`src/core/indicator_pkg.sv`:
```
/*
  shared types and constants of the indicator led control block.
  assumes one 25 mhz clock and configuration fields held outside.
*/
package indicator_pkg;

  // ****************************************
  // modes and settings
  // ****************************************
  typedef enum logic [2:0] {
    FLASH_OFF      = 3'h0,
    FLASH_GOOD     = 3'h1,
    FLASH_STATIC   = 3'h2,
    FLASH_MATCH    = 3'h3,
    FLASH_MISMATCH = 3'h4,
    FLASH_STROBE   = 3'h5
  } flash_mode_t;

  typedef enum logic [1:0] {
    AIM_OFF     = 2'h0,
    AIM_OUTSIDE = 2'h1,
    AIM_INSIDE  = 2'h2,
    AIM_ON      = 2'h3
  } aim_mode_t;

  typedef enum logic {
    LED_STANDARD = 1'b0,
    LED_GRADE    = 1'b1
  } led_mode_t;

  typedef enum logic [2:0] {
    GP_FINAL    = 3'h0,
    GP_CONTRAST = 3'h1,
    GP_GROWTH   = 3'h2,
    GP_AXIAL    = 3'h3,
    GP_ECC      = 3'h4
  } grade_param_t;

  typedef enum logic [2:0] {
    GRADE_A = 3'h0,
    GRADE_B = 3'h1,
    GRADE_C = 3'h2,
    GRADE_D = 3'h3,
    GRADE_F = 3'h4
  } grade_t;

  // ****************************************
  // carriers
  // ****************************************
  typedef struct packed {
    flash_mode_t  flash_mode;
    aim_mode_t    aim_mode;
    logic [15:0]  flash_hold;
    led_mode_t    led_mode;
    grade_param_t grade_param;
    logic [3:0]   symbols_per_cycle;
    logic         continuous_read;
    logic         match_enable;
    logic         illum_disable;
  } cfg_t;

  typedef struct packed {
    logic cycle_active;
    logic good_read;
    logic match;
    logic mismatch;
    logic cycle_done;
    logic cycle_good;
    logic all_match;
    logic any_mismatch;
    logic capture;
  } read_evt_t;

  typedef struct packed {
    logic   valid;
    grade_t final_g;
    grade_t contrast;
    grade_t growth;
    grade_t axial;
    grade_t ecc;
  } grades_t;

  // ****************************************
  // defaults and timing
  // ****************************************
  localparam flash_mode_t  DEF_FLASH_MODE = FLASH_STATIC;
  localparam aim_mode_t    DEF_AIM_MODE   = AIM_ON;
  localparam logic [15:0]  DEF_FLASH_HOLD = 16'h0019;
  localparam led_mode_t    DEF_LED_MODE   = LED_STANDARD;
  localparam grade_param_t DEF_GRADE_PAR  = GP_FINAL;
  localparam int           CLK_HZ         = 25000000;
  localparam int           TICK_MS        = 10;
  localparam int           TICK_CYCLES    = CLK_HZ / 1000 * TICK_MS;
  localparam int           NUM_STATUS     = 5;
  localparam int           BAR_STEP_PCT   = 20;

endpackage

```
`src/core/indicator_led_ctrl.sv`:
```
/*
  indicator led control: green flash array, blue aiming pattern and the
  row of five status leds, driven from read-cycle and match events.
  assumes event inputs are synchronous pulses or levels from the read
  logic and that configuration fields are stable between changes.
*/
// How it works
// flash mode codes: off, good read, static, match, mismatch, strobe.
// flash mode off keeps the green array dark always.
// good read mode flashes on good read or enabled match.
// static mode with free run: red while searching, green for hold.
// during static hold only one read accepted unless several symbols.
// static mode without free-running reading never flashes green.
// match mode flashes on match; all must match; no compare: good read.
// mismatch mode flashes on mismatch, any symbol; no compare: never flashes.
// strobe mode pulses green at capture; internal light may be off.
// aim codes: off, outside cycle, inside cycle, always on.
// aim off stays dark unless the override is asserted.
// aim setting 1 lit outside the cycle; override keeps it lit.
// aim setting 2 lit inside the cycle only; override keeps it lit.
// green hold lasts the programmed count of 10 ms steps.
// status mode standard or grade of first matrix symbol in cycle.
// grade bar lights from lowest: five lit is A, one is F.
// standard mode shows cycle activity and good read at cycle end.
// in standard mode the read rate test shows good-read percentage on the status bar.
// graded parameter: final, contrast, growth, axial, unused ecc.
// a 10 ms tick restarts at each trigger and the hold expires.
`timescale 1ns/100ps
module indicator_led_ctrl #(
  parameter int TICK_CYCLES = indicator_pkg::TICK_CYCLES,
  parameter int NSTAT       = indicator_pkg::NUM_STATUS
) (
  input  wire logic                     clk,
  input  wire logic                     reset_n,
  input  wire indicator_pkg::cfg_t      cfg,
  input  wire indicator_pkg::read_evt_t evt,
  input  wire indicator_pkg::grades_t   grades,
  input  wire logic                     aim_override,
  input  wire logic                     rate_test,
  input  wire logic [6:0]               rate_pct,
  output logic                          green_led_r,
  output logic                          red_led_r,
  output logic                          aim_led_r,
  output logic                          illum_en_r,
  output logic                          read_accept_r,
  output logic                          cycle_led_r,
  output logic                          good_read_led_r,
  output logic [NSTAT-1:0]              status_leds_r
);

  // ****************************************
  // mode decode
  // ****************************************
  wire is_off      = cfg.flash_mode == indicator_pkg::FLASH_OFF;
  wire is_good     = cfg.flash_mode == indicator_pkg::FLASH_GOOD;
  wire is_static   = cfg.flash_mode == indicator_pkg::FLASH_STATIC;
  wire is_match    = cfg.flash_mode == indicator_pkg::FLASH_MATCH;
  wire is_mismatch = cfg.flash_mode == indicator_pkg::FLASH_MISMATCH;
  wire is_strobe   = cfg.flash_mode == indicator_pkg::FLASH_STROBE;
  wire multi_sym   = cfg.symbols_per_cycle > 4'h1;
  // static only works alongside free-running reading
  wire static_ok   = is_static && cfg.continuous_read;

  // ****************************************
  // trigger selection
  // ****************************************
  wire trig_good  = evt.good_read || (cfg.match_enable && evt.match);
  // several symbols: judged once at cycle end, when all are known
  wire match_hit  = multi_sym ? (evt.cycle_done && evt.all_match)
                              : evt.match;
  wire trig_match = cfg.match_enable ? match_hit : evt.good_read;
  wire miss_hit   = multi_sym ? (evt.cycle_done && evt.any_mismatch)
                              : evt.mismatch;
  wire trig_miss  = cfg.match_enable && miss_hit;
  wire trig_stat  = static_ok && evt.good_read && read_accept_r;

  logic flash_trig;
  always_comb
  begin
    case (cfg.flash_mode)
      indicator_pkg::FLASH_OFF:      flash_trig = 1'b0;
      indicator_pkg::FLASH_GOOD:     flash_trig = trig_good;
      indicator_pkg::FLASH_STATIC:   flash_trig = trig_stat;
      indicator_pkg::FLASH_MATCH:    flash_trig = trig_match;
      indicator_pkg::FLASH_MISMATCH: flash_trig = trig_miss;
      indicator_pkg::FLASH_STROBE:   flash_trig = 1'b0;
      default:                       flash_trig = 1'b0;
    endcase
  end

  // ****************************************
  // green hold timer
  // ****************************************
  wire hold_active;

  hold_timer #(
    .TICK_CYCLES (TICK_CYCLES),
    .HOLD_W      (16)
  ) u_hold (
    .clk      (clk),
    .reset_n  (reset_n),
    .start    (flash_trig),
    .hold_val (cfg.flash_hold),
    .active   (hold_active)
  );

  // gating by mode drops a running hold at once on a change to a mode without a hold
  wire hold_mode = is_good || static_ok || is_match || is_mismatch;
  wire green_nxt = is_strobe ? evt.capture
                 : (hold_mode && hold_active && !is_off);

  // searching means free run with no green hold showing
  wire red_nxt = static_ok && !hold_active;
  // single-symbol static presentation takes one read per hold
  wire accept_nxt = !(static_ok && hold_active && !multi_sym);
  // strobe mode can leave the green array as the only light source
  wire illum_nxt = !(is_strobe && cfg.illum_disable);

  // ****************************************
  // aiming pattern
  // ****************************************
  logic aim_nxt;
  always_comb
  begin
    case (cfg.aim_mode)
      indicator_pkg::AIM_OFF:     aim_nxt = aim_override;
      indicator_pkg::AIM_OUTSIDE: aim_nxt = aim_override ||
                                            !evt.cycle_active;
      indicator_pkg::AIM_INSIDE:  aim_nxt = aim_override ||
                                            evt.cycle_active;
      indicator_pkg::AIM_ON:      aim_nxt = 1'b1;
      default:                    aim_nxt = 1'b1;
    endcase
  end

  // ****************************************
  // status leds
  // ****************************************
  logic                  cyc_d_r;
  logic                  grade_held_r;
  indicator_pkg::grade_t held_grade_r;
  wire cycle_start = evt.cycle_active && !cyc_d_r;
  wire grade_mode  = cfg.led_mode == indicator_pkg::LED_GRADE;

  indicator_pkg::grade_t sel_grade;
  always_comb
  begin
    case (cfg.grade_param)
      indicator_pkg::GP_FINAL:    sel_grade = grades.final_g;
      indicator_pkg::GP_CONTRAST: sel_grade = grades.contrast;
      indicator_pkg::GP_GROWTH:   sel_grade = grades.growth;
      indicator_pkg::GP_AXIAL:    sel_grade = grades.axial;
      indicator_pkg::GP_ECC:      sel_grade = grades.ecc;
      default:                    sel_grade = grades.final_g;
    endcase
  end

  // only the first graded symbol of a cycle counts; a grade arriving with
  // the cycle start belongs to the new cycle and is kept
  wire grade_take = grades.valid && (!grade_held_r || cycle_start);
  wire held_nxt   = grade_take || (grade_held_r && !cycle_start);

  // a good read flagged at cycle end outranks a same-cycle restart
  wire gr_set  = evt.cycle_done && evt.cycle_good;
  wire gr_nxt  = gr_set || (good_read_led_r && !cycle_start);

  logic [NSTAT-1:0] bar;

  level_bar #(
    .N (NSTAT)
  ) u_bar (
    .use_grade (grade_mode),
    .grade     (held_grade_r),
    .pct       (rate_pct),
    .bar       (bar)
  );

  wire [NSTAT-1:0] stat_nxt =
      grade_mode ? (grade_held_r ? bar : '0)
    : (rate_test ? bar : '0);

  // ****************************************
  // output registers
  // ****************************************
  always_ff @(posedge clk or negedge reset_n)
  begin
    if (!reset_n)
    begin
      green_led_r   <= 1'b0;
      red_led_r     <= 1'b0;
      illum_en_r    <= 1'b1;
      read_accept_r <= 1'b1;
      aim_led_r     <= 1'b0;
    end
    else
    begin
      green_led_r   <= green_nxt;
      red_led_r     <= red_nxt;
      illum_en_r    <= illum_nxt;
      read_accept_r <= accept_nxt;
      aim_led_r     <= aim_nxt;
    end
  end

  always_ff @(posedge clk or negedge reset_n)
  begin
    if (!reset_n)
    begin
      cyc_d_r         <= 1'b0;
      cycle_led_r     <= 1'b0;
      good_read_led_r <= 1'b0;
      grade_held_r    <= 1'b0;
      held_grade_r    <= indicator_pkg::GRADE_F;
      status_leds_r   <= '0;
    end
    else
    begin
      cyc_d_r         <= evt.cycle_active;
      cycle_led_r     <= !grade_mode && evt.cycle_active;
      good_read_led_r <= !grade_mode && gr_nxt;
      grade_held_r    <= held_nxt;
      if (grade_take)
        held_grade_r  <= sel_grade;
      status_leds_r   <= stat_nxt;
    end
  end
endmodule

```
`src/core/hold_timer.sv`:
```
/*
  green hold timer: counts the hold value in ticks of its own divider.
  assumes start is a one-cycle pulse from the indicator top.
*/
`timescale 1ns/100ps
module hold_timer #(
  parameter int TICK_CYCLES = indicator_pkg::TICK_CYCLES,
  parameter int HOLD_W      = 16
) (
  input  wire logic              clk,
  input  wire logic              reset_n,
  input  wire logic              start,
  input  wire logic [HOLD_W-1:0] hold_val,
  output logic                   active
);
  localparam int PW = (TICK_CYCLES > 1) ? $clog2(TICK_CYCLES) : 1;
  localparam logic [PW-1:0] PRE_LAST = PW'(TICK_CYCLES - 1);

  logic [PW-1:0]     pre_r;
  logic [HOLD_W-1:0] cnt_r;
  wire               tick = (pre_r == PRE_LAST);

  // restart also resets the divider so the hold is exact, not one tick short
  always_ff @(posedge clk or negedge reset_n)
  begin
    if (!reset_n)
    begin
      pre_r <= '0;
      cnt_r <= '0;
    end
    else if (start)
    begin
      pre_r <= '0;
      cnt_r <= hold_val;
    end
    else if (cnt_r != '0)
    begin
      pre_r <= tick ? '0 : pre_r + 1'b1;
      cnt_r <= tick ? cnt_r - 1'b1 : cnt_r;
    end
  end

  assign active = (cnt_r != '0);
endmodule

```
`src/core/level_bar.sv`:
```
/*
  maps a grade or a percentage onto a bar of status leds, lowest first.
  assumes pct is 0 to 100; combinational, the top registers the result.
*/
`timescale 1ns/100ps
module level_bar #(
  parameter int N = indicator_pkg::NUM_STATUS
) (
  input  wire logic                  use_grade,
  input  wire indicator_pkg::grade_t grade,
  input  wire logic [6:0]            pct,
  output logic [N-1:0]               bar
);
  wire [2:0] grade_lvl = 3'(N) - 3'(grade);

  genvar i;
  generate
    for (i = 0; i < N; i++)
    begin : g_led
      wire by_pct   = pct >= 7'((i + 1) * indicator_pkg::BAR_STEP_PCT);
      wire by_grade = grade_lvl >= 3'(i + 1);
      assign bar[i] = use_grade ? by_grade : by_pct;
    end
  endgenerate

endmodule

```
`config.mk`:
```
export PLATFORM = sky130hd
export DESIGN_NAME = indicator_led_ctrl
export DESIGN_NICKNAME = d
export VERILOG_FILES = /design/src/core/indicator_pkg.sv /design/src/core/indicator_led_ctrl.sv /design/src/core/hold_timer.sv /design/src/core/level_bar.sv
export SDC_FILE = /design/constraint.sdc
export NUM_CORES = 1
export LEC_CHECK = 0
export ABC_AREA = 0
export BUFFER_PORTS_ARGS = -buffer_cell sky130_fd_sc_hd__clkbuf_2
export CORE_MARGIN = 4
export CORE_UTILIZATION = 54
export CTS_BUF_LIST = sky130_fd_sc_hd__clkbuf_2
export DETAILED_ROUTE_END_ITERATION = 6
export PLACE_DENSITY_LB_ADDON = 0.25
export SYNTH_ARGS = -nofsm -noshare
export SYNTH_HDL_FRONTEND = slang
export SYNTH_SLANG_ARGS = --single-unit
```
`constraint.sdc`:
```
create_clock -name clk -period 4.5 [get_ports clk]
set_input_delay 0.225 -clock clk [delete_from_list [all_inputs] [get_ports clk]]
set_output_delay 0.225 -clock clk [all_outputs]
set_load 0.01 [all_outputs]
```
-- Word-level counts from Yosys, hierarchy flattened
Cells that the tools add are included.
- mux-type cells: 21
- equality and inequality tests: 13
- add/sub/neg operators: 3
- magnitude comparators: 11
- reductions and logical operators: 45
- operators with widths (operator ; number):
    18-bit two-way mux ; 3
    16-bit two-way mux ; 3
    1-bit logical AND ; 20
    18-bit by 1-bit adder with 18-bit output (second input constant) ; 1
    18-bit == test (second input constant) ; 1
    16-bit nonzero test ; 1
    16-bit by 1-bit subtractor with 16-bit output (second input constant) ; 1
    5-bit two-way mux ; 3
    7-bit by 6-bit >= comparator with 1-bit output (second input constant) ; 2
    7-bit >= comparator (second input constant) ; 2
    3-bit by 2-bit == test with 1-bit output (second input constant) ; 4
    3-bit case mux with 4 select lines ; 1
    1-bit logical NOT ; 10
    3-bit == test (second input constant) ; 3
    1-bit logical OR ; 9
    1-bit two-way mux ; 9
    1-bit case mux with 4 select lines ; 2
    7-bit by 5-bit >= comparator with 1-bit output (second input constant) ; 1
    3-bit by 1-bit == test with 1-bit output (second input constant) ; 2
    3-bit by 2-bit >= comparator with 1-bit output (second input constant) ; 2
    3-bit >= comparator (second input constant) ; 2
    2-bit == test (second input constant) ; 2
    4-bit by 1-bit greater-than comparator with 1-bit output (second input constant) ; 1
    2-bit nonzero test ; 2
    other kinds (6) ; 6
- output and inout port bits: 12
- input port bits: 68
- word-level logic and storage cells: 106
- register bits after elaboration: 51

-- Depth between registers and ports, before layout
Gate-level depths: netlist of the first run.
- depth in word-level cells: 8
- depth in mapped cells: 10

-- By module
Synthesis of the first run repeated with hierarchy kept, for this count alone.
- cell total of the unflattened synthesis: 345
- area, all modules: 3168.0 um2
- by module, submodules not included (module ; seq. area each (um2) ; cells each ; area each (um2) ; times used):
    hold_timer ; 850.8 ; 240 ; 2088.3 ; 1
    indicator_led_ctrl ; 429.2 ; 79 ; 900.9 ; 1
    level_bar ; 0.0 ; 26 ; 178.9 ; 1

-- Worst setup path before layout of the first run
No wires, ideal clock.
- kind: flip-flop to flip-flop
- start: reg u_hold.pre_r[13]
- end: reg u_hold.pre_r[3]
- data required time: 4368 ps
- data arrival time: 2189 ps
- path slack: 2179 ps
- path buffers: 2
- cell stages (with the launch flop): 9
- cells stage by stage: dfrtp_1 > or4b_1 > or4_4 > or2_0 > buf_6 > buf_2 > a21o_1 > a21oi_1 > nor2_1
- cells in the longest elaborated chain, start to end: 4
- RTL lines (what ; line ; text):
    start, declared ; hold_timer.sv:19 ; logic [PW-1:0] pre_r;
    start signal, assigned ; hold_timer.sv:38 ; pre_r <= tick ? '0 : pre_r + 1'b1;
    18-bit == test ; hold_timer.sv:21 ; wire tick = (pre_r == PRE_LAST);
    18-bit two-way mux ; hold_timer.sv:38 ;
    18-bit two-way mux ; hold_timer.sv:36 ; else if (cnt_r != '0)
    18-bit two-way mux ; hold_timer.sv:31 ; else if (start)
No other way between the ends. The select of a mux whose other input is x is not followed.
A chain may end at the register's enable or synchronous reset.

-- Worst setup path in the final report of the first run
- start: reg u_hold.cnt_r[4]
- end: reg u_hold.pre_r[10]
- cells in the longest elaborated chain, start to end: 2
- RTL lines (what ; line ; text):
    start, declared ; hold_timer.sv:20 ; logic [HOLD_W-1:0] cnt_r;
    start signal, assigned ; hold_timer.sv:34 ; cnt_r <= hold_val;
    start signal, assigned ; hold_timer.sv:39 ; cnt_r <= tick ? cnt_r - 1'b1 : cnt_r;
    16-bit nonzero test ; hold_timer.sv:36 ;
    2-bit nonzero test (no line) ; n/a ;
No other way between the ends.

==> flow_metrics.env, run 1 <==
export IMPL_synth_enable_flop_cells=0
export IMPL_worstSetupStartpoint="u_hold.cnt_r[4]"
export IMPL_yosys_cell_types_count=56
export IMPL_cts_made_buffers=5
export IMPL_r2r_start="u_hold.cnt_r[4]"
export IMPL_cts_num_sinks=51
export IMPL_run_status="finished clean"
export IMPL_layout_area_seq_mm2=0.001280
export IMPL_drt_wirelength_per_cell_um=14.62
export IMPL_timing_final_setup_violations=0
export IMPL_row_count=27
export IMPL_worst_hold_path_startpoint="cfg[2]"
export IMPL_rsz0062_at_grt="no"
export IMPL_detail_route_wirelength_um=7603
export IMPL_cts_root_to_sink_buffers=2
export IMPL_antenna_found_initial=0
export IMPL_initial_core_util_pct=55.85
export IMPL_layout_drive_gt1_share_pct=22.54
export IMPL_worst_clock_skew_ns=0.02741
export IMPL_path_cells="or4_1, nor4b_1, nand2b_1, nand2_1, or4_1, a21oi_1"
export IMPL_core_area_mm2=0.005540
export IMPL_ys_seq_area_share_pct=41.37
export IMPL_grt_pass1_wl_um=12970
export IMPL_timing_final_crit_period_ns=2.913
export IMPL_ant_nets=0
export IMPL_dr_first_iter_drc_count=211
export IMPL_maximum_number_of_pins_on_one_net_before_global_route_repair=52
export IMPL_synth_area_per_cell_um2=8.765
export IMPL_die_span_in_x_um=83.70
export IMPL_detailed_place_hpwl_um=5346
export IMPL_arrival_ns=3.23
export IMPL_cts_hold_buffers_added=24
export IMPL_power_leakage_nw=1.686
export IMPL_synthesis_yosys_warnings=0
export IMPL_grt_overflow=0
export IMPL_syn_to_final_growth_pct=24.42
export IMPL_final_weighted_congestion_in_routability_driven_placement=0.8178
export IMPL_setup_tns_ns=0
export IMPL_ir_worst_vdd_v=0.0001761
export IMPL_antenna_cells=0
export IMPL_layout_core_utilization_pct=69.49
export IMPL_crit_top_cell="or4_1"
export IMPL_die_area_mm2=0.007005
export IMPL_clkLatencyLatePin_ns=0.45
export IMPL_fillerInstances=435
export IMPL_pin_count=80
export IMPL_hp_class="input pin to register"
export IMPL_crit_path_max_incr_delay_ns=0.67
export IMPL_tritoncts_clock_tree="built"
export IMPL_root_buffer="clkbuf_2"
export IMPL_top_reg_cell_synth="dfrtp_1"
export IMPL_synthesis_nets=430
export IMPL_routed_via_count=2980
export IMPL_crit_path_end_kind="register"
export IMPL_route_detailed_drc=0
export IMPL_globalRouteTotalUtil_pct=22.10
export IMPL_drt_vias_per_instance=5.731
export IMPL_postCtsSetupRepairBufs=0
export IMPL_multi_input_comb_area_mm2=0.001687
export IMPL_syn_inst=353
export IMPL_synthDominantAreaCellType="dfrtp_1"
export IMPL_synth_top_area_share_pct=38.82
export IMPL_timing_final_crit_share_pct=64.73
export IMPL_synth_area_leaders="dfrtp_1, nand2_1, a21oi_1"
export IMPL_yosys_register_bits=51
export IMPL_synth_async_sr_flop_share_pct=100.0
export IMPL_port_buffers=76
export IMPL_cp_max_fo=24
export IMPL_critical_path_required_ns=4.82
export IMPL_path_clk_slew_ns=0.28
export IMPL_worst_setup_path_start_kind="register"
export IMPL_drt_pass1_iter_count=4
export IMPL_maxClockFrequency_mhz=343.3
export IMPL_max_slew_margin_rel_pct=39.14
export IMPL_cp_slowest_cell="or4_1"
export IMPL_final_hold_violation_count=0
export IMPL_layout_nets=524
export IMPL_htree_levels=2
export IMPL_die_h_um=83.70
export IMPL_post_cts_resized_instances=0
export IMPL_vias_in_the_first_global_route=2915
export IMPL_timing_max_cap_violations=0
export IMPL_power_density_mw_per_mm2=270.3
export IMPL_worst_pin_slew_ns=0.9129
export IMPL_timing_setup_critical_path_class="register to register"
export IMPL_final_max_slew_viol_count=0
export IMPL_p_total_mw=1.040
export IMPL_synth_cell_area_mm2=0.003094
==> flip-flops by register name (all words and copies together), names as in the netlist, 3 cells and up <==
register / flops
u_hold.cnt_r: 16
status_leds_r: 5
held_grade_r: 3
u_hold.pre_r: 18
==> cells in the final DEF, fill, tap and decap left out, types with 3 or more instances in the layout <==
master         instances
a21o_1                 3
o21ai_1                8
o21a_1                 3
clkbuf_2              81
mux2i_1                3
a22oi_1                5
xnor2_1                7
dlygate4sd3_1         28
dfstp_2                3
a21oi_1               25
nand4_1                7
nand2_1               45
nor2b_1                4
ha_1                   9
or3_1                  5
o21ai_0               21
dfrtp_1               48
nand3b_1               3
nor4_1                 5
nand2b_1               4
xor2_1                10
a311oi_1               4
a31oi_1                6
nor3_1                15
nor2_1                19
nand3_1               19
inv_1                  9
o22ai_1                3
or4_1                  4
and3_1                 4
buf_4                  4
==> where the power goes <==
part,total (mW),switching [mW],internal [mW],leakage [nW]
Combinational,0.237,0.124,0.113,1.00
Sequential,0.558,0.0477,0.510,0.643
Clock,0.246,0.152,0.0941,0.0429
==> cells by family after synthesis <==
logic type | count (synthesis) | share of synthesized area, %
and+or+nand+nor | 148 | 25.72
AOI/OAI and AO/OA | 93 | 18.64
DFF | 51 | 41.37
buffers and inverters | 30 | 4.124
xor gates and xnor gates | 17 | 4.812
adders and majority gates | 9 | 3.639
muxes | 5 | 1.698
==> per-layer routing <==
| metal | vias up | share of wire (%) | track usage, % |
|---|---|---|---|
| li1 | 1471 | - | - |
| met1 | 1412 | 43 | 27.18 |
| met2 | 85 | 51 | 39.55 |
| met3 | 12 | 5.0 | 3.455 |
| met4 | 0 | 1.6 | 6.871 |
| met5 | - | 0 | 0 |
==> synth_stat cells (2+ instances only) <==
cell and count:
nand4_1 7, and3_1 4, nand3b_1 3, mux2_2 2, buf_2 3, nor2b_1 4
or3_1 5, dfstp_2 3, a21oi_1 25, mux2i_1 3, o21a_1 3, o21ai_0 21
o21ai_1 8, o31a_1 2, o31ai_1 2, nor2_1 19, clkbuf_1 16, inv_1 9
or4_1 4, o22ai_1 3, nand2_1 45, dfrtp_1 48, nor4_1 5, a2111oi_0 2
nor4_4 2, nand3_1 19, a22oi_1 5, a21o_1 3, nor4b_1 2, a311oi_1 4
nand2b_1 4, xnor2_1 7, a31oi_1 6, nor3_1 15, nor4_2 2, xor2_1 10
ha_1 9
==> critical path: cells and delay by family, from the launching register on <==
kind             cells  cell delay [ns]
AO/OA/AOI/OAI        1             0.06
flip-flops           1             0.51
AND/OR/NAND/NOR      5             2.24
==> final cells by class <==
| class | count | area share (%) |
|---|---|---|
| multi-input cells | 272 | 43.81 |
| flip-flops and latches | 51 | 33.25 |
| repair buffers | 108 | 17.94 |
| well taps | 72 | 2.340 |
| clock inverters | 3 | 1.137 |
| inverters | 9 | 0.8775 |
| clock buffers | 5 | 0.6500 |
==> final timing paths <==
check	endpoint	slack [ns]	depth (start not counted)
min reg2reg	u_hold.pre_r[16]	0.52	1
max reg2reg	u_hold.pre_r[10]	1.59	6
max	u_hold.pre_r[10]	1.59	6
min in group asynchronous	u_hold.pre_r[1]	0.38	3
max in group asynchronous	u_hold.pre_r[3]	3.69	3
min	read_accept_r	0.06	4
==> through the flow <==
| step | instance area [µm²] | cells | setup WS (ns) | hold WS [ns] |
|---|---|---|---|---|
| 2_1_floorplan | 3094 | 353 | 2.179 | -0.07059 |
| 3_3_place_gp | 3501 | 484 | 1.739 | 0.3813 |
| 3_5_place_dp | 3501 | 484 | 1.622 | 0.3771 |
| 4_1_cts | 3810 | 516 | 1.586 | 0.001315 |
| 5_1_grt | 3850 | 520 | 1.308 | 0.01239 |
| 6_report | 3850 | 520 | 1.587 | 0.06189 |
(Power assumes the default switching activity.)
==> run 2, diff against run 1 <==
--- a/config.mk
+++ b/config.mk
@@ -8,7 +8,7 @@
 export ABC_AREA = 0
 export BUFFER_PORTS_ARGS = -buffer_cell sky130_fd_sc_hd__clkbuf_2
 export CORE_MARGIN = 4
-export CORE_UTILIZATION = 54
+export CORE_UTILIZATION = 50
 export CTS_BUF_LIST = sky130_fd_sc_hd__clkbuf_2
 export DETAILED_ROUTE_END_ITERATION = 6
 export PLACE_DENSITY_LB_ADDON = 0.25
==> constraint.sdc (replaced) <==
create_clock -name clk -period 2.65 [get_ports clk]
set_input_delay 0.1325 -clock clk [delete_from_list [all_inputs] [get_ports clk]]
set_output_delay 0.1325 -clock clk [all_outputs]
set_load 0.01 [all_outputs]
==> run 2 against run 1 <==
Against the previous run:
- critical path depth is the same
- fmax grew 16%
- cell area grew 2.5%
- sequential power grew 70%
- clock-buffer cell count is the same
- cell count grew 2.9%
- first-iteration DRC count shrank 2.8%
==> flow_metrics.env, run 2 (same netlist as run 1, synthesis figures left out) <==
export IMPL_worst_r2r_cell_count=6
export IMPL_timing_final_setup_violations=0
export IMPL_clkLatencyLatePin_ns=0.42
export IMPL_arrival_ns=2.88
export IMPL_worstSetupStartpoint="u_hold.cnt_r[4]"
export IMPL_detail_route_wirelength_um=7747
export IMPL_syn_to_final_growth_pct=27.54
export IMPL_largest_reg_flops=18
export IMPL_switching_share_pct=30.68
export IMPL_run_status="finished clean"
export IMPL_grt_pass1_wl_um=13310
export IMPL_setup_tns_ns=0
export IMPL_p_total_mw=1.759
export IMPL_groute_layer_met1_usage_pct=26.76
export IMPL_final_hold_violation_count=0
export IMPL_critical_path_required_ns=3.02
export IMPL_layout_common_cells="clkbuf_2, dfrtp_1, nand2_1"
export IMPL_vias_in_the_first_global_route=3047
export IMPL_final_max_slew_viol_count=0
export IMPL_power_density_mw_per_mm2=445.8
export IMPL_drt_wirelength_per_cell_um=14.48
export IMPL_stdcell_count=535
export IMPL_cts_num_sinks=51
export IMPL_die_h_um=86.67
export IMPL_groute_layer_met3_usage_pct=3.517
export IMPL_crit_path_end_kind="register"
export IMPL_timing_final_crit_share_pct=94.87
export IMPL_port_buffers=76
export IMPL_antenna_cells=0
export IMPL_postCtsSetupRepairBufs=0
export IMPL_part_of_the_power_in_the_clock_network_pct=22.6
export IMPL_pwr_share_seq_pct=53.9
export IMPL_share_comb_of_total_power_pct=23.5
export IMPL_final_weighted_congestion_in_routability_driven_placement=0.8515
export IMPL_ant_nets=0
export IMPL_maxClockFrequency_mhz=397.8
export IMPL_timing_max_cap_violations=0
export IMPL_grt_overflow=0
export IMPL_rsz0062_at_grt="no"
export IMPL_layout_core_utilization_pct=66.26
export IMPL_maximum_number_of_pins_on_one_net_before_global_route_repair=51
export IMPL_ir_worst_vdd_v=0.0003429
export IMPL_worst_hold_path_startpoint="cfg[2]"
export IMPL_r2r_start="u_hold.cnt_r[4]"
export IMPL_grt_busiest_layer="met2"
export IMPL_gr_usage_met2_pct=38.80
export IMPL_setup_slack_of_the_worst_register_to_register_path_ns=0.14
export IMPL_antenna_found_initial=0
export IMPL_cts_root_to_sink_buffers=2
export IMPL_core_area_mm2=0.005956
export IMPL_drt_pass1_iter_count=4
export IMPL_route_detailed_drc=0
export IMPL_timing_final_crit_period_ns=2.514
export IMPL_largest_register="u_hold.pre_r"
export IMPL_row_count=28
export IMPL_worstReg2RegEnd="read_accept_r"
export IMPL_mostFrequentLayoutCell="clkbuf_2"
export IMPL_placed_cells_incl_taps=496
export IMPL_cts_made_buffers=5
export IMPL_largestRegisters="u_hold.pre_r: 18 flops, u_hold.cnt_r: 16 flops, status_leds_r: 5 flops"
export IMPL_post_cts_resized_instances=0
export IMPL_hp_class="input pin to register"
export IMPL_max_slew_margin_rel_pct=66.38
export IMPL_worst_setup_path_start_kind="register"
export IMPL_globalRouteTotalUtil_pct=21.68
export IMPL_root_buffer="clkbuf_2"
export IMPL_layout_drive_gt1_share_pct=23.70
export IMPL_power_leakage_nw=1.737
export IMPL_cts_hold_buffers_added=31
export IMPL_drt_vias_per_instance=5.641
export IMPL_htree_levels=2
export IMPL_routed_via_count=3018
export IMPL_detailed_place_hpwl_um=5401
export IMPL_initial_core_util_pct=51.95
export IMPL_worst_pin_slew_ns=0.4996
export IMPL_p_switching_mw=0.5397
export IMPL_die_span_in_x_um=86.67
export IMPL_cp_max_fo=7
export IMPL_crit_end="read_accept_r"
export IMPL_tritoncts_clock_tree="built"
export IMPL_dr_first_iter_drc_count=205
export IMPL_timing_setup_critical_path_class="register to register"
export IMPL_die_area_mm2=0.007511
export IMPL_pin_count=80
export IMPL_layout_nets=536
export IMPL_p_int_mw=1.219
export IMPL_path_clk_slew_ns=0.25
export IMPL_worst_clock_skew_ns=0.02669
[run 2: power groups by stage]
stage          Clock (mW)  Combinational, mW  Sequential [mW]
2_1_floorplan           0              0.234            0.947
3_3_place_gp            0              0.361            0.957
3_5_place_dp            0              0.376            0.960
4_1_cts             0.415              0.414            0.948
5_1_grt             0.439              0.467            0.962
6_report            0.397              0.413            0.949
[run 2: per-layer routing]
metal	routed length, µm	vias to the layer above
li1	-	1499
met2	3999	79
met4	90	0
met1	3300	1432
met3	357	8
met5	0	-
[run 2: worst max-delay path, stage by stage, from the launching register on]
cell and delay, ns:
dfrtp_1 0.51, or4_1 0.57, nor4b_1 0.31, nand2b_1 0.24, buf_4 0.22, nand3_1 0.06
dlygate4sd3_1 0.55
[run 2: worst min-delay path by stage]
stage | to | slack [ns] | cells past startpoint
2_1_floorplan | aim_led_r | -0.16 | 0
3_3_place_gp | u_hold.cnt_r[8] | 0.09 | 1
3_5_place_dp | u_hold.cnt_r[8] | 0.09 | 1
4_1_cts | green_led_r | 0.004 | 3
5_1_grt | status_leds_r[4] | 0.03 | 3
6_report | green_led_r | 0.04 | 3
[run 2: area by class of cell]
type                            instances  area (µm²)
Clock buffer                            5       25.02
Clock inverter                          3       38.79
Fill cell                             503        2009
Inverter                                9       33.78
Multi-Input combinational cell        272        1687
Sequential cell                        51        1280
Tap cell                               75       93.84
Timing Repair Buffer                  120       788.3
[run 2: stage by stage]
step	area, µm²	setup WS (ns)	hold slack (ns)
6_report	3946	0.1360	0.04425
3_3_place_gp	3572	0.2797	0.08843
4_1_cts	3946	0.1414	0.004135
5_1_grt	3946	0.01076	0.02645
3_5_place_dp	3572	0.2134	0.09089
2_1_floorplan	3094	0.3293	-0.1631
==> run 3, diff against run 2 <==
--- a/config.mk
+++ b/config.mk
@@ -7,6 +7,7 @@
 export LEC_CHECK = 0
 export ABC_AREA = 0
 export BUFFER_PORTS_ARGS = -buffer_cell sky130_fd_sc_hd__clkbuf_2
+export CORE_ASPECT_RATIO = 1.4
 export CORE_MARGIN = 4
 export CORE_UTILIZATION = 50
 export CTS_BUF_LIST = sky130_fd_sc_hd__clkbuf_2
==> run 3 against run 2 <==
Against the previous run:
- register-to-register slack gained 0.03 ns
- cell count up 0.56%
- critical path depth up 2
- sequential share of layout area down 0.64 points
- total power decreased by 2.3%
- wire length grew 5.0%
- sequential cell count is the same
- utilization is 1.4 points higher
- cell area rose by 2.0%
- via count increased by 2.9%
- largest cell class unchanged
- largest power group unchanged
==> flow_metrics.env, run 3 (same netlist as run 1, synthesis figures left out) <==
export IMPL_maxClockFrequency_mhz=402.6
export IMPL_cts_num_sinks=51
export IMPL_pin_count=80
export IMPL_drt_vias_per_instance=5.773
export IMPL_switching_share_pct=33.37
export IMPL_p_int_mw=1.145
export IMPL_timing_final_setup_violations=0
export IMPL_power_density_mw_per_mm2=427.0
export IMPL_initial_core_util_pct=52.04
export IMPL_layout_drive_gt1_share_pct=23.72
export IMPL_largest_register="u_hold.pre_r"
export IMPL_grt_overflow=0
export IMPL_largestRegisters="u_hold.pre_r: 18 flops, u_hold.cnt_r: 16 flops, status_leds_r: 5 flops"
export IMPL_hp_class="input pin to register"
export IMPL_hold_worst_slack_ns=0.01222
export IMPL_p_total_mw=1.719
export IMPL_final_max_slew_viol_count=0
export IMPL_timing_final_crit_share_pct=93.74
export IMPL_worst_clock_skew_ns=0.06243
export IMPL_timing_max_cap_violations=0
export IMPL_antenna_found_initial=0
export IMPL_part_of_the_power_in_the_clock_network_pct=20.2
export IMPL_power_leakage_nw=1.764
export IMPL_worst_r2r_cell_count=8
export IMPL_port_buffers=76
export IMPL_hold_path_depth=3
export IMPL_antenna_cells=0
export IMPL_worst_pin_slew_ns=0.6563
export IMPL_die_h_um=101.1
export IMPL_rsz0062_at_grt="no"
export IMPL_vias_in_the_first_global_route=3110
export IMPL_ant_nets=0
export IMPL_pwr_share_seq_pct=55.1
export IMPL_syn_to_final_growth_pct=30.08
export IMPL_timing_setup_critical_path_class="register to register"
export IMPL_dr_first_iter_drc_count=105
export IMPL_run_status="finished clean"
export IMPL_mostFrequentLayoutCell="clkbuf_2"
export IMPL_path_clk_slew_ns=0.33
export IMPL_timing_final_crit_period_ns=2.484
export IMPL_ir_worst_vdd_v=0.0002713
export IMPL_final_weighted_congestion_in_routability_driven_placement=0.8925
export IMPL_clkLatencyLatePin_ns=0.49
export IMPL_core_area_mm2=0.005946
export IMPL_detail_route_wirelength_um=8132
export IMPL_drt_pass1_iter_count=4
export IMPL_detailed_place_hpwl_um=5498
export IMPL_maximum_number_of_pins_on_one_net_before_global_route_repair=52
export IMPL_die_area_mm2=0.007529
export IMPL_max_slew_margin_rel_pct=56.25
export IMPL_p_switching_mw=0.5736
export IMPL_die_span_in_x_um=74.49
export IMPL_route_detailed_drc=0
export IMPL_globalRouteTotalUtil_pct=22.65
export IMPL_share_comb_of_total_power_pct=24.7
export IMPL_root_buffer="clkbuf_2"
export IMPL_cts_root_to_sink_buffers=2
export IMPL_final_hold_violation_count=0
export IMPL_setup_tns_ns=0
export IMPL_grt_pass1_wl_um=13480
export IMPL_routed_via_count=3106
export IMPL_tritoncts_clock_tree="built"
export IMPL_row_count=33
export IMPL_drt_wirelength_per_cell_um=15.12
export IMPL_worst_setup_path_start_kind="register"
export IMPL_cp_max_fo=14
export IMPL_crit_path_end_kind="register"
export IMPL_htree_levels=2
export IMPL_layout_common_cells="clkbuf_2, dfrtp_1, nand2_1"
export IMPL_critical_path_required_ns=3.04
export IMPL_cts_made_buffers=5
export IMPL_largest_reg_flops=18
export IMPL_postCtsSetupRepairBufs=0
export IMPL_arrival_ns=2.87
export IMPL_layout_nets=544
-- run 3: cell types whose count changed in the layout (fill, tap and decap cells not counted) --
cell / previous run / this run
clkinv_2: 1 / 0
nor4b_1: 2 / 1
clkinv_1: 1 / 0
bufinv_16: 1 / 0
nor4b_2: 0 / 1
dlygate4sd3_1: 31 / 39
inv_6: 0 / 2
buf_4: 13 / 12
buf_12: 0 / 1
clkinvlp_4: 0 / 1
-- run 3: critical path: stages (launching register included) --
cell      delay [ns]
dfrtp_1         0.56
inv_1           0.14
ha_1            0.21
nor4b_2         0.16
nand2b_1        0.20
buf_4           0.26
nand2_1         0.15
or4_1           0.52
a21oi_1         0.18
-- run 3: final cells by class --
| cell class | count | area (µm²) |
|---|---|---|
| fill | 490 | 1921 |
| tap | 70 | 87.58 |
| inverter | 9 | 33.78 |
| sequential | 51 | 1280 |
| clock buffer | 5 | 25.02 |
| timing repair buffer | 128 | 880.8 |
| clock inverter | 3 | 25.02 |
| multi-input combinational | 272 | 1693 |
-- run 3: what timing repair did --
item | CTS | global route
hold endpoints to repair | 80 | 0
endpoints found under the setup margin | 0 | 1
resized for setup | 0 | 1
hold buffers | 39 | 0
-- run 3: path summary, 6_finish.rpt --
path	to	slack, ns	start
max	u_hold.pre_r[10]	0.17	u_hold.cnt_r[0]
min reg2reg	u_hold.pre_r[17]	0.53	u_hold.pre_r[17]
min in group asynchronous	u_hold.cnt_r[11]	0.22	reset_n
max in group asynchronous	u_hold.pre_r[9]	1.91	reset_n
max reg2reg	u_hold.pre_r[10]	0.17	u_hold.cnt_r[0]
min	red_led_r	0.01	cfg[29]
-- run 3: metal layers --
layer  global-route usage [%]  vias to the layer above  wire length, µm
li1                         -                     1518                -
met1                    23.67                     1474             3112
met2                    43.20                      101             4463
met3                    4.291                       13              425
met4                    8.219                        0              131
met5                        0                        -                0
-- run 3: power by group through the flow --
stage / Combinational [mW] / Clock, mW / Sequential, mW
6_report: 0.425 / 0.347 / 0.948
5_1_grt: 0.479 / 0.381 / 0.962
4_1_cts: 0.424 / 0.356 / 0.946
3_5_place_dp: 0.378 / 0 / 0.959
3_3_place_gp: 0.364 / 0 / 0.956
2_1_floorplan: 0.234 / 0 / 0.947
-- run 3: stage by stage --
| step | area [µm²] | setup slack (ns) | utilization [%] | cells |
|---|---|---|---|---|
| final | 4025 | 0.1659 | 67.70 | 538 |
| after global routing | 4025 | 0.009115 | 67.70 | 538 |
| after CTS | 4019 | 0.08152 | 67.59 | 538 |
| after detailed placement | 3578 | 0.2086 | 60.19 | 491 |
| after global placement | 3578 | 0.2437 | 60.19 | 491 |
| after floorplan | 3094 | 0.3293 | - | 353 |
